[src/rgtrc_pkg.sv]
package rgtrc_pkg;

	// Register offsets.
	localparam logic [7:0] ADDR_STATUS     = 8'h01;
	localparam logic [7:0] ADDR_COMMAND    = 8'h02;
	localparam logic [7:0] ADDR_TX_POWER   = 8'h05;
	localparam logic [7:0] ADDR_SYNC_GATE  = 8'h15;
	localparam logic [7:0] ADDR_RF_CTRL_0  = 8'h16;
	localparam logic [7:0] ADDR_MATCH_CTRL = 8'h19;

	// Reset values.
	localparam logic [7:0] RST_TX_POWER   = 8'h60;
	localparam logic [7:0] RST_SYNC_GATE  = 8'h00;
	localparam logic [7:0] RST_RF_CTRL_0  = 8'h31;
	localparam logic [7:0] RST_MATCH_CTRL = 8'h00;

	// Field positions.
	localparam int MATCH_LSB      = 4;
	localparam int BLOCK_BIT      = 7;
	localparam int THRESH_LSB     = 0;
	localparam int LEAD_LSB       = 6;
	localparam int BOOST_BIT      = 7;
	localparam int GAIN_LSB       = 5;
	localparam int PWR_LSB        = 0;
	localparam int CMD_LSB        = 0;

	// Command codes written to the command field.
	localparam logic [4:0] CMD_TX_LAUNCH  = 5'h01;
	localparam logic [4:0] CMD_SYNTH_LOCK = 5'h02;
	localparam logic [4:0] CMD_OFF        = 5'h03;

	// Status codes reported in the status register.
	localparam logic [4:0] STAT_OFF    = 5'h01;
	localparam logic [4:0] STAT_LOCKED = 5'h02;
	localparam logic [4:0] STAT_TX     = 5'h03;

	// Timing, in nanoseconds, and the clock period.
	localparam int CLK_NS       = 8;
	localparam int SYMBOL_NS    = 16000;
	localparam int LEAD_UNIT_NS = 2000;
	localparam int GAIN_STEP_NS = 500;
	localparam int SYMBOL_CYC   = SYMBOL_NS / CLK_NS;
	localparam int LEAD_UNIT_CYC = LEAD_UNIT_NS / CLK_NS;
	localparam int GAIN_STEP_CYC = GAIN_STEP_NS / CLK_NS;

	// Threshold step of 3.1 dB in tenths of a dB.
	localparam logic [9:0] THRESH_STEP = 10'h01f;

endpackage

[src/rgtrc_ramp_if.sv]
`timescale 1ns/1ps
`default_nettype none
interface rgtrc_ramp_if;
	logic       launch;
	logic [1:0] lead_code;
	logic [1:0] gain_target;
	logic       data_done;
	logic       pa_en;
	logic [1:0] gain;
	logic       data_start;
	logic       data_active;
	logic       ramp_done;

	modport ctrl (output launch, lead_code, gain_target, data_done,
		input pa_en, gain, data_start, data_active, ramp_done);
	modport seq (input launch, lead_code, gain_target, data_done,
		output pa_en, gain, data_start, data_active, ramp_done);
endinterface
`default_nettype wire

[src/rgtrc_top.sv]
`timescale 1ns/1ps
`default_nettype none
module rgtrc_top #(
	parameter int SYMBOL_CYC    = rgtrc_pkg::SYMBOL_CYC,
	parameter int LEAD_UNIT_CYC = rgtrc_pkg::LEAD_UNIT_CYC,
	parameter int STEP_CYC      = rgtrc_pkg::GAIN_STEP_CYC
) (
	input  wire logic       ref_clk_i,            // Device clock, 125 MHz.
	input  wire logic       reset_n_i,            // Asynchronous reset, active low.
	input  wire logic [7:0] reg_addr_i,           // Register offset.
	input  wire logic [7:0] reg_wdata_i,          // Register write data.
	input  wire logic       reg_we_i,             // Register write strobe.
	input  wire logic       reg_re_i,             // Register read strobe.
	output logic      [7:0] reg_rdata_o,          // Read data, one cycle after the strobe.
	input  wire logic       sleep_tx_pin_i,       // Transmit launch pin.
	input  wire logic       auto_tx_req_i,        // Launch request from the auto modes.
	input  wire logic       auto_retry_i,         // Device sits in auto-retry transmit.
	input  wire logic       rx_listen_i,          // Receiver is listening.
	input  wire logic       shr_detect_i,         // Sync header found, one-cycle pulse.
	input  wire logic [9:0] rssi_i,               // Strength above base, tenths of a dB.
	input  wire logic       rx_frame_end_i,       // Received frame complete pulse.
	input  wire logic       tx_data_done_i,       // Last transmit data sent pulse.
	output logic      [3:0] rf_match_cap_code_o,  // Antenna matching capacitor code.
	output logic            rx_start_o,           // Frame reception begins, pulse.
	output logic            rx_busy_o,            // A frame is being received.
	output logic            pa_enable_o,          // Power amplifier enable.
	output logic      [1:0] pa_gain_o,            // Current PA gain code.
	output logic            pa_equalizer_en_o,    // PA linearizing equalizer on.
	output logic      [4:0] tx_power_reduction_o, // Output power reduction, dB.
	output logic            tx_data_start_o,      // First modulated data, pulse.
	output logic            tx_data_active_o,     // Modulated data being sent.
	output logic      [4:0] trx_state_o           // Reported status code.
);

	initial begin
		if (SYMBOL_CYC <= 4 * LEAD_UNIT_CYC || LEAD_UNIT_CYC < 1) begin
			$error("rgtrc_top: lead time does not fit in a symbol");
		end
	end

	typedef enum logic [2:0] {
		TS_OFF    = 3'b001,
		TS_LOCKED = 3'b010,
		TS_TX     = 3'b100
	} rgtrc_tstate_t;

	rgtrc_tstate_t state;
	logic [7:0]    tx_power;
	logic [7:0]    sync_gate;
	logic [7:0]    rf_ctrl_0;
	logic [7:0]    match_ctrl;
	logic          pin_prev;
	logic          launch;
	logic          cmd_wr;
	logic          rx_accept;
	logic [9:0]    thresh;

	rgtrc_ramp_if rp ();

	// Address decode used by the write and command logic; the read port decodes with its own case.
	function automatic logic hit(input logic [7:0] a, input logic [7:0] off);
		return a == off;
	endfunction

	assign cmd_wr = reg_we_i && hit(reg_addr_i, rgtrc_pkg::ADDR_COMMAND);

	// A launch from host command, pin edge or the auto modes, only when locked.
	assign launch = (state == TS_LOCKED) &&
		((cmd_wr && reg_wdata_i[rgtrc_pkg::CMD_LSB +: 5] == rgtrc_pkg::CMD_TX_LAUNCH) ||
		(sleep_tx_pin_i && !pin_prev) ||
		auto_tx_req_i);

	// Configuration registers; reserved bits of the sync gate stay zero.
	always_ff @(posedge ref_clk_i or negedge reset_n_i) begin
		if (!reset_n_i) begin
			tx_power   <= rgtrc_pkg::RST_TX_POWER;
			sync_gate  <= rgtrc_pkg::RST_SYNC_GATE;
			rf_ctrl_0  <= rgtrc_pkg::RST_RF_CTRL_0;
			match_ctrl <= rgtrc_pkg::RST_MATCH_CTRL;
		end else if (reg_we_i) begin
			if (hit(reg_addr_i, rgtrc_pkg::ADDR_TX_POWER)) begin
				tx_power <= reg_wdata_i;
			end
			if (hit(reg_addr_i, rgtrc_pkg::ADDR_SYNC_GATE)) begin
				sync_gate <= {reg_wdata_i[rgtrc_pkg::BLOCK_BIT], 3'h0, reg_wdata_i[rgtrc_pkg::THRESH_LSB +: 4]};
			end
			if (hit(reg_addr_i, rgtrc_pkg::ADDR_RF_CTRL_0)) begin
				rf_ctrl_0[5:0] <= reg_wdata_i[5:0];
				// Lead time takes effect outside an active transmission, or at any time in auto-retry.
				if (state != TS_TX || auto_retry_i) begin
					rf_ctrl_0[rgtrc_pkg::LEAD_LSB +: 2] <= reg_wdata_i[rgtrc_pkg::LEAD_LSB +: 2];
				end
			end
			if (hit(reg_addr_i, rgtrc_pkg::ADDR_MATCH_CTRL)) begin
				match_ctrl <= reg_wdata_i;
			end
		end
	end

	// Registered read port; unmapped offsets read zero.
	always_ff @(posedge ref_clk_i or negedge reset_n_i) begin
		if (!reset_n_i) begin
			reg_rdata_o <= 8'h00;
		end else if (reg_re_i) begin
			unique case (reg_addr_i)
				rgtrc_pkg::ADDR_STATUS:     reg_rdata_o <= {3'h0, trx_state_o};
				rgtrc_pkg::ADDR_TX_POWER:   reg_rdata_o <= tx_power;
				rgtrc_pkg::ADDR_SYNC_GATE:  reg_rdata_o <= sync_gate;
				rgtrc_pkg::ADDR_RF_CTRL_0:  reg_rdata_o <= rf_ctrl_0;
				rgtrc_pkg::ADDR_MATCH_CTRL: reg_rdata_o <= match_ctrl;
				default:                    reg_rdata_o <= 8'h00;
			endcase
		end
	end

	// Transceiver state: off, synth-locked, transmitting.
	always_ff @(posedge ref_clk_i or negedge reset_n_i) begin
		if (!reset_n_i) begin
			state    <= TS_OFF;
			pin_prev <= 1'b0;
		end else begin
			pin_prev <= sleep_tx_pin_i;
			unique case (state)
				TS_OFF: begin
					if (cmd_wr && reg_wdata_i[rgtrc_pkg::CMD_LSB +: 5] == rgtrc_pkg::CMD_SYNTH_LOCK) begin
						state <= TS_LOCKED;
					end
				end
				TS_LOCKED: begin
					if (launch) begin
						state <= TS_TX;
					end else if (cmd_wr && reg_wdata_i[rgtrc_pkg::CMD_LSB +: 5] == rgtrc_pkg::CMD_OFF) begin
						state <= TS_OFF;
					end
				end
				TS_TX: begin
					if (rp.ramp_done) begin
						state <= TS_LOCKED;
					end
				end
			endcase
		end
	end

	// Status code follows the state register one cycle later.
	always_ff @(posedge ref_clk_i or negedge reset_n_i) begin
		if (!reset_n_i) begin
			trx_state_o <= rgtrc_pkg::STAT_OFF;
		end else begin
			unique case (state)
				TS_OFF:    trx_state_o <= rgtrc_pkg::STAT_OFF;
				TS_LOCKED: trx_state_o <= rgtrc_pkg::STAT_LOCKED;
				TS_TX:     trx_state_o <= rgtrc_pkg::STAT_TX;
			endcase
		end
	end

	// Sync header gate: threshold of 3.1 dB per count, zero means no gating.
	assign thresh = 10'(rgtrc_pkg::THRESH_STEP * 10'(sync_gate[rgtrc_pkg::THRESH_LSB +: 4]));
	assign rx_accept = rx_listen_i && shr_detect_i && !rx_busy_o && (state != TS_TX) &&
		!sync_gate[rgtrc_pkg::BLOCK_BIT] &&
		((sync_gate[rgtrc_pkg::THRESH_LSB +: 4] == 4'h0) || (rssi_i >= thresh));

	// The block bit is not looked at once a frame is running, so it completes.
	always_ff @(posedge ref_clk_i or negedge reset_n_i) begin
		if (!reset_n_i) begin
			rx_busy_o  <= 1'b0;
			rx_start_o <= 1'b0;
		end else begin
			rx_start_o <= rx_accept;
			if (rx_accept) begin
				rx_busy_o <= 1'b1;
			end else if (rx_frame_end_i) begin
				rx_busy_o <= 1'b0;
			end
		end
	end

	// Static settings driven to the analog side.
	always_ff @(posedge ref_clk_i or negedge reset_n_i) begin
		if (!reset_n_i) begin
			rf_match_cap_code_o  <= 4'h0;
			pa_equalizer_en_o    <= 1'b1;
			tx_power_reduction_o <= 5'h00;
		end else begin
			rf_match_cap_code_o  <= match_ctrl[rgtrc_pkg::MATCH_LSB +: 4];
			pa_equalizer_en_o    <= !tx_power[rgtrc_pkg::BOOST_BIT];
			tx_power_reduction_o <= tx_power[rgtrc_pkg::PWR_LSB +: 5];
		end
	end

	// Ramp sequencer connections.
	assign rp.launch      = launch;
	assign rp.lead_code   = rf_ctrl_0[rgtrc_pkg::LEAD_LSB +: 2];
	assign rp.gain_target = tx_power[rgtrc_pkg::GAIN_LSB +: 2];
	assign rp.data_done   = tx_data_done_i;

	rgtrc_ramp_seq #(
		.SYMBOL_CYC    (SYMBOL_CYC),
		.LEAD_UNIT_CYC (LEAD_UNIT_CYC),
		.STEP_CYC      (STEP_CYC)
	) u_seq (
		.ref_clk_i (ref_clk_i),
		.reset_n_i (reset_n_i),
		.rp        (rp.seq)
	);

	assign pa_enable_o      = rp.pa_en;
	assign pa_gain_o        = rp.gain;
	assign tx_data_start_o  = rp.data_start;
	assign tx_data_active_o = rp.data_active;

	chk_block_no_start: assert property (@(posedge ref_clk_i) disable iff (!reset_n_i)
		sync_gate[rgtrc_pkg::BLOCK_BIT] && !rx_busy_o |=> !rx_start_o)
		else $error("reception started while blocked");

	chk_busy_survives: assert property (@(posedge ref_clk_i) disable iff (!reset_n_i)
		rx_busy_o && !rx_frame_end_i |=> rx_busy_o)
		else $error("reception dropped without frame end");

	chk_threshold_gate: assert property (@(posedge ref_clk_i) disable iff (!reset_n_i)
		rx_start_o |-> $past(sync_gate[3:0]) == 4'h0 || $past(rssi_i) >= 10'(10'h01f * 10'($past(sync_gate[3:0]))))
		else $error("weak frame accepted");

	chk_launch_status: assert property (@(posedge ref_clk_i) disable iff (!reset_n_i)
		launch |-> trx_state_o == rgtrc_pkg::STAT_LOCKED ##2 trx_state_o == rgtrc_pkg::STAT_TX)
		else $error("status not moved to transmitting");

	chk_launch_only_locked: assert property (@(posedge ref_clk_i) disable iff (!reset_n_i)
		$rose(state == TS_TX) |-> $past(state) == TS_LOCKED)
		else $error("transmission from wrong state");

	chk_equalizer_boost: assert property (@(posedge ref_clk_i) disable iff (!reset_n_i)
		$past(tx_power[7]) |-> !pa_equalizer_en_o)
		else $error("equalizer on in boost mode");

	chk_match_code: assert property (@(posedge ref_clk_i) disable iff (!reset_n_i)
		$rose(pa_enable_o) |-> rf_match_cap_code_o == $past(match_ctrl[7:4]))
		else $error("match code not applied during transmit");

endmodule
`default_nettype wire

[src/rgtrc_ramp_seq.sv]
`timescale 1ns/1ps
`default_nettype none
module rgtrc_ramp_seq #(
	parameter int SYMBOL_CYC    = rgtrc_pkg::SYMBOL_CYC,
	parameter int LEAD_UNIT_CYC = rgtrc_pkg::LEAD_UNIT_CYC,
	parameter int STEP_CYC      = rgtrc_pkg::GAIN_STEP_CYC
) (
	input  wire logic  ref_clk_i,   // Device clock.
	input  wire logic  reset_n_i,   // Asynchronous reset, active low.
	rgtrc_ramp_if.seq  rp           // Ramp requests and results.
);

	// The whole lead must fit inside the settling symbol, and counters are 16 bits.
	initial begin
		if (SYMBOL_CYC <= 4 * LEAD_UNIT_CYC || SYMBOL_CYC > 65535 || STEP_CYC < 1) begin
			$error("rgtrc_ramp_seq: timing parameters out of range");
		end
	end

	typedef enum logic [3:0] {
		RS_IDLE   = 4'b0001,
		RS_SETTLE = 4'b0010,
		RS_DATA   = 4'b0100,
		RS_DOWN   = 4'b1000
	} rgtrc_rstate_t;

	rgtrc_rstate_t state;
	logic [15:0]   cnt;
	logic [15:0]   step_cnt;
	logic [1:0]    lead_hold;
	logic [1:0]    target_hold;
	logic [15:0]   pa_on_at;

	// PA switches on at this settle count; the extra one keeps the PA edge a full lead ahead of data start.
	assign pa_on_at = 16'(SYMBOL_CYC - 1 - LEAD_UNIT_CYC * (32'(lead_hold) + 1));

	// Sequence state and launch-time sampling of lead and gain target.
	always_ff @(posedge ref_clk_i or negedge reset_n_i) begin
		if (!reset_n_i) begin
			state       <= RS_IDLE;
			lead_hold   <= 2'h0;
			target_hold <= 2'h0;
			cnt         <= 16'h0000;
		end else begin
			unique case (state)
				RS_IDLE: begin
					if (rp.launch) begin
						lead_hold   <= rp.lead_code;
						target_hold <= rp.gain_target;
						cnt         <= 16'h0000;
						state       <= RS_SETTLE;
					end
				end
				RS_SETTLE: begin
					cnt <= cnt + 16'h0001;
					if (cnt == 16'(SYMBOL_CYC - 1)) begin
						state <= RS_DATA;
					end
				end
				RS_DATA: begin
					if (rp.data_done) begin
						state <= RS_DOWN;
					end
				end
				RS_DOWN: begin
					if (!rp.pa_en) begin
						state <= RS_IDLE;
					end
				end
			endcase
		end
	end

	// Data start pulse and data-active level; data stops first on the way down.
	always_ff @(posedge ref_clk_i or negedge reset_n_i) begin
		if (!reset_n_i) begin
			rp.data_start  <= 1'b0;
			rp.data_active <= 1'b0;
		end else begin
			rp.data_start <= (state == RS_SETTLE) && (cnt == 16'(SYMBOL_CYC - 1));
			if (state == RS_SETTLE && cnt == 16'(SYMBOL_CYC - 1)) begin
				rp.data_active <= 1'b1;
			end else if (state == RS_DATA && rp.data_done) begin
				rp.data_active <= 1'b0;
			end
		end
	end

	// PA enable and gain: up from zero in steps, down in steps, PA off last.
	always_ff @(posedge ref_clk_i or negedge reset_n_i) begin
		if (!reset_n_i) begin
			rp.pa_en  <= 1'b0;
			rp.gain   <= 2'h0;
			step_cnt  <= 16'h0000;
		end else begin
			if (state == RS_SETTLE && cnt == pa_on_at && !rp.pa_en) begin
				rp.pa_en <= 1'b1;
				rp.gain  <= 2'h0;
				step_cnt <= 16'h0000;
			end else if (rp.pa_en && state != RS_DOWN && rp.gain != target_hold) begin
				if (step_cnt == 16'(STEP_CYC - 1)) begin
					step_cnt <= 16'h0000;
					rp.gain  <= rp.gain + 2'h1;
				end else begin
					step_cnt <= step_cnt + 16'h0001;
				end
			end else if (state == RS_DOWN && rp.pa_en) begin
				if (step_cnt == 16'(STEP_CYC - 1)) begin
					step_cnt <= 16'h0000;
					if (rp.gain == 2'h0) begin
						rp.pa_en <= 1'b0;
					end else begin
						rp.gain <= rp.gain - 2'h1;
					end
				end else begin
					step_cnt <= step_cnt + 16'h0001;
				end
			end else begin
				step_cnt <= 16'h0000;
			end
		end
	end

	// One-cycle pulse when the ramp down has finished.
	always_ff @(posedge ref_clk_i or negedge reset_n_i) begin
		if (!reset_n_i) begin
			rp.ramp_done <= 1'b0;
		end else begin
			rp.ramp_done <= (state == RS_DOWN) && !rp.pa_en;
		end
	end

	// Helper ages for the checks below.
	logic [15:0] launch_age;
	logic [15:0] pa_age;
	always_ff @(posedge ref_clk_i or negedge reset_n_i) begin
		if (!reset_n_i) begin
			launch_age <= 16'h0000;
			pa_age     <= 16'h0000;
		end else begin
			launch_age <= (state == RS_IDLE && rp.launch) ? 16'h0001 : launch_age + 16'h0001;
			pa_age     <= rp.pa_en ? pa_age + 16'h0001 : 16'h0000;
		end
	end

	chk_data_after_symbol: assert property (@(posedge ref_clk_i) disable iff (!reset_n_i)
		rp.data_start |-> launch_age == 16'(SYMBOL_CYC + 1))
		else $error("data start not one symbol after launch");

	chk_pa_lead_time: assert property (@(posedge ref_clk_i) disable iff (!reset_n_i)
		rp.data_start |-> pa_age == 16'(LEAD_UNIT_CYC * (32'(lead_hold) + 1)))
		else $error("PA lead time wrong at data start");

	chk_gain_starts_low: assert property (@(posedge ref_clk_i) disable iff (!reset_n_i)
		$rose(rp.pa_en) |-> rp.gain == 2'h0)
		else $error("PA enabled at nonzero gain");

	chk_pa_off_last: assert property (@(posedge ref_clk_i) disable iff (!reset_n_i)
		$fell(rp.pa_en) |-> $past(rp.gain) == 2'h0 && !rp.data_active)
		else $error("PA switched off before gain ramped down");

	chk_gain_held_target: assert property (@(posedge ref_clk_i) disable iff (!reset_n_i)
		state == RS_SETTLE |=> $stable(target_hold) && $stable(lead_hold))
		else $error("ramp settings changed during ramp");

endmodule
`default_nettype wire

[config.mk]
export PLATFORM = sky130hd
export DESIGN_NAME = rgtrc_top
export DESIGN_NICKNAME = d
export VERILOG_FILES = /design/src/rgtrc_pkg.sv /design/src/rgtrc_ramp_if.sv /design/src/rgtrc_top.sv /design/src/rgtrc_ramp_seq.sv
export SDC_FILE = /design/constraint.sdc
export NUM_CORES = 1
export LEC_CHECK = 0
export BUFFER_PORTS_ARGS = -buffer_cell sky130_fd_sc_hd__buf_2
export CORE_MARGIN = 2
export CORE_UTILIZATION = 53
export DETAILED_ROUTE_END_ITERATION = 10
export GPL_ROUTABILITY_DRIVEN = 0
export PLACE_DENSITY_LB_ADDON = 0.2
export SLEW_MARGIN = 40
export SYNTH_ARGS = -nofsm -noshare
export SYNTH_HDL_FRONTEND = slang
export SYNTH_SLANG_ARGS = --single-unit
[constraint.sdc]
create_clock -name ref_clk_i -period 3.6 [get_ports ref_clk_i]
set_input_delay 0.72 -clock ref_clk_i [delete_from_list [all_inputs] [get_ports ref_clk_i]]
set_output_delay 0.72 -clock ref_clk_i [all_outputs]
set_load 0.01 [all_outputs]
==> flow_metrics.py <==
metrics = {
    "run_status": {
        "status": "finished, violations left",
        "violations": "negative setup slack",
    },
    "clock_tree": {
        "clkTransAtPathRegs_ns": 0.10,
        "cts_max_level": 3,
        "hold_buffers": 0,
        "clk_latency_ns": 0.38,
        "cts_buffers": 9,
        "cts_root_buf": "clkbuf_8",
        "clock-sinks": 101,
        "cts_tree": "built",
        "cts.path.max_buffers": 2,
    },
    "worst_setup_path": {
        "crit_end": "rx_busy_o$_DFFE_PN0P_",
        "worstSetupEndpointType": "flop",
        "startpoint": "sync_gate[3]$_DFFE_PN0P_",
        "worst-r2r-cell-count": 14,
        "worst-path-max-fanout": 2,
        "required_ns": 3.85,
        "r2r_end": "rx_busy_o$_DFFE_PN0P_",
        "reg2reg_slack_ns": -0.02,
        "worst_ep_arrival_time_ns": 3.87,
        "critPathKind": "reg2reg",
        "rr_startpoint": "sync_gate[3]$_DFFE_PN0P_",
        "critPathLaunchType": "flop",
    },
    "power_and_ir_drop": {
        "vdd_drop_max_mv": 0.209,
        "p_leak_nw": 2.99,
        "powerDensity_mw_per_mm2": 383,
    },
    "synth": {
        "syn_inst": 556,
        "synth.top_cell.area_share_pct": 40.1,
        "yosys.area_share.simple_pct": 17.8,
        "ys_ff_latch": 101,
        "synth_most_common_cell": "dfrtp_1",
        "ys.flop_type": "dfrtp_1",
        "yosys.area_share.xor_xnor_pct": 4.88,
        "synth.distinct_cells": 67,
        "async_flop_share_pct": 100,
        "ys_top_cells_by_area": "dfrtp_1, ha_1, mux2_2",
        "yosysWarnings": 0,
        "syn-cell-area_mm2": 0.00574,
        "syn_area_per_cell_um2": 10.3,
        "synth_top_family_by_area": "simple AND/OR/NAND/NOR gates",
        "seq_area_frac_synth_pct": 44.2,
        "synth.area.mux_share_pct": 5.84,
        "synth_area_leader_cell": "dfrtp_1",
        "synth_edf_count": 0,
        "synth_compound_area_share_pct": 13.0,
        "yosys.area_share.adder_pct": 10.4,
        "netlist_top_cells_count": "dfrtp_1, nor2_1, ha_1",
    },
    "global_routing": {
        "grt_pass1_wl_um": 20800,
        "first_global_vias": 4303,
        "grt_usage_pct": 22.8,
        "antenna_found_initial": 0,
        "grt_max_degree": 58,
        "grt_overflow": 0,
    },
    "drt": {
        "vias_per_cell": 5.74,
        "ant_nets": 0,
        "wl_per_cell_um": 16.5,
        "drc": 0,
        "drt_iter0_markers": 260,
        "routed_wl_um": 12700,
        "num_vias": 4434,
        "dr.pass1.iters": 5,
    },
    "sta": {
        "setup_viol": 1,
        "fmax_ghz": 0.276,
        "slew_headroom_pct": 41.4,
        "worstMarginPinSlew_ns": 0.877,
        "fin_crit_sh_pct": 101,
        "setup_ws_ns": -0.0231,
        "fin_worst_skew_ns": 0.0114,
        "hold_viol_final": 0,
        "drv_slew": 0,
        "finalCriticalPeriod_ns": 3.62,
        "fin_setup_tns_ns": -0.0231,
        "grt_setup_unrepaired": "yes",
    },
    "finish": {
        "multi_input_area_mm2": 0.00304,
        "diodes": 0,
        "final_nets": 708,
        "fillers": 914,
        "seq_area_mm2": 0.00254,
        "final-instance-count-excl-fill": 773,
        "area_delta_synth_final_pct": 13.4,
        "drive_gt1_share_pct": 24.5,
    },
    "die": {
        "io_pins": 67,
        "die_h_um": 108,
        "die_area_mm2": 0.0117,
        "core_area_mm2": 0.0107,
        "std_cell_rows": 38,
        "die_w_um": 108,
        "start_util_pct": 53.7,
    },
    "placement": {
        "dp_hpwl_um": 9460,
        "placedCellCount": 755,
        "portBuffers": 63,
    },
    "worst_hold_path": {
        "hold_class": "in2async",
    },
    "run": {
        "maxCapViolCount": 0,
    },
}
==> flip-flops by register name, summed over array words and instances, names as in the netlist, 5 cells and up <==
signal and count:
u_seq.cnt 16, match_ctrl 8, tx_power_reduction_o 5, sync_gate 5
rf_ctrl_0 8, reg_rdata_o 8, u_seq.step_cnt 16, tx_power 8
==> worst min path at each step <==
stage,start,to,slack (ns)
after CTS,reset_n_i,rx_start_o$_DFF_PN0_,0.42
final,reset_n_i,rx_start_o$_DFF_PN0_,0.29
after global placement,tx_power[2]$_DFFE_PN0P_,tx_power_reduction_o[2]$_DFF_PN0_,0.38
after floorplan,match_ctrl[7]$_DFFE_PN0P_,rf_match_cap_code_o[3]$_DFF_PN0_,0.37
after global routing,reset_n_i,rf_ctrl_0[2]$_DFFE_PN0P_,0.32
after detailed placement,tx_power[4]$_DFFE_PN0P_,tx_power_reduction_o[4]$_DFF_PN0_,0.39
==> stage by stage <==
stage	setup WS [ns]	cell area (um2)	hold slack [ns]	util [%]	total power, W
final	-0.0231	6510	0.288	60.9	0.00250
after global routing	-0.180	6510	0.321	60.9	0.00265
after CTS	-0.0161	6470	0.416	60.5	0.00251
after detailed placement	-0.103	6260	0.393	58.5	0.00180
after global placement	0.0104	6260	0.381	58.5	0.00178
after floorplan	0.0175	5760	0.369	-	0.00165
==> cells by family (layout without fill, tap and decap cells) <==
family / count (synthesis) / after routing
compound gates: 114 / 114
xor+xnor: 32 / 32
fa+ha+maj: 43 / 43
buf+inv: 53 / 128
flops: 101 / 101
mux: 30 / 30
other cells: 1 / 3
simple gates: 182 / 182
==> metal layers <==
metal	up-vias	GRT usage, %	part of all wire, %	wire length [um]
met5	-	0	0	0
met4	0	7.23	2.2	282
met3	28	4.52	3.8	481
met2	103	37.7	48	6160
met1	2159	30.3	46	5820
li1	2144	-	-	-
==> repair_timing <==
item,4_1_cts,5_1_grt
setup buffers,1,1
resized for setup,6,5
endpoints found under the setup margin,2,2
pin swaps,4,2
gates cloned,0,0
==> where the power goes <==
part	internal (W)	switching, W
clock	0.000273	0.000437
combinational	0.000194	0.000229
sequential	0.00123	0.000137
==> final cells by class <==
class	instances	share of cell area (%)
Multi-Input combinational cell	404	46.7
Sequential cell	101	39.0
Timing Repair Buffer	77	6.55
Tap cell	140	2.69
Inverter	35	2.02
Clock buffer	9	1.90
Clock inverter	7	1.13
==> layout by cell type, fill, tap and decap left out, types with 16 or more instances in the layout <==
cell     count
dfrtp_1     91
buf_2       62
nor2_1      43
ha_1        34
inv_1       32
nand2_1     32
mux2_2      28
a21oi_1     23
o21ai_0     20
xor2_1      17
nand3_1     16
==> worst max-delay path, cell delays in order, from the launching register on <==
cell	delay (ns)
dfrtp_2	0.43
fa_1	0.58
inv_2	0.06
fa_1	0.53
inv_2	0.05
ha_1	0.29
a21o_1	0.18
a21oi_2	0.16
o21bai_1	0.07
a21boi_1	0.17
xor2_1	0.17
ha_1	0.25
and2_1	0.16
o31ai_2	0.22
o221ai_1	0.16
(Power assumes the default switching activity.)
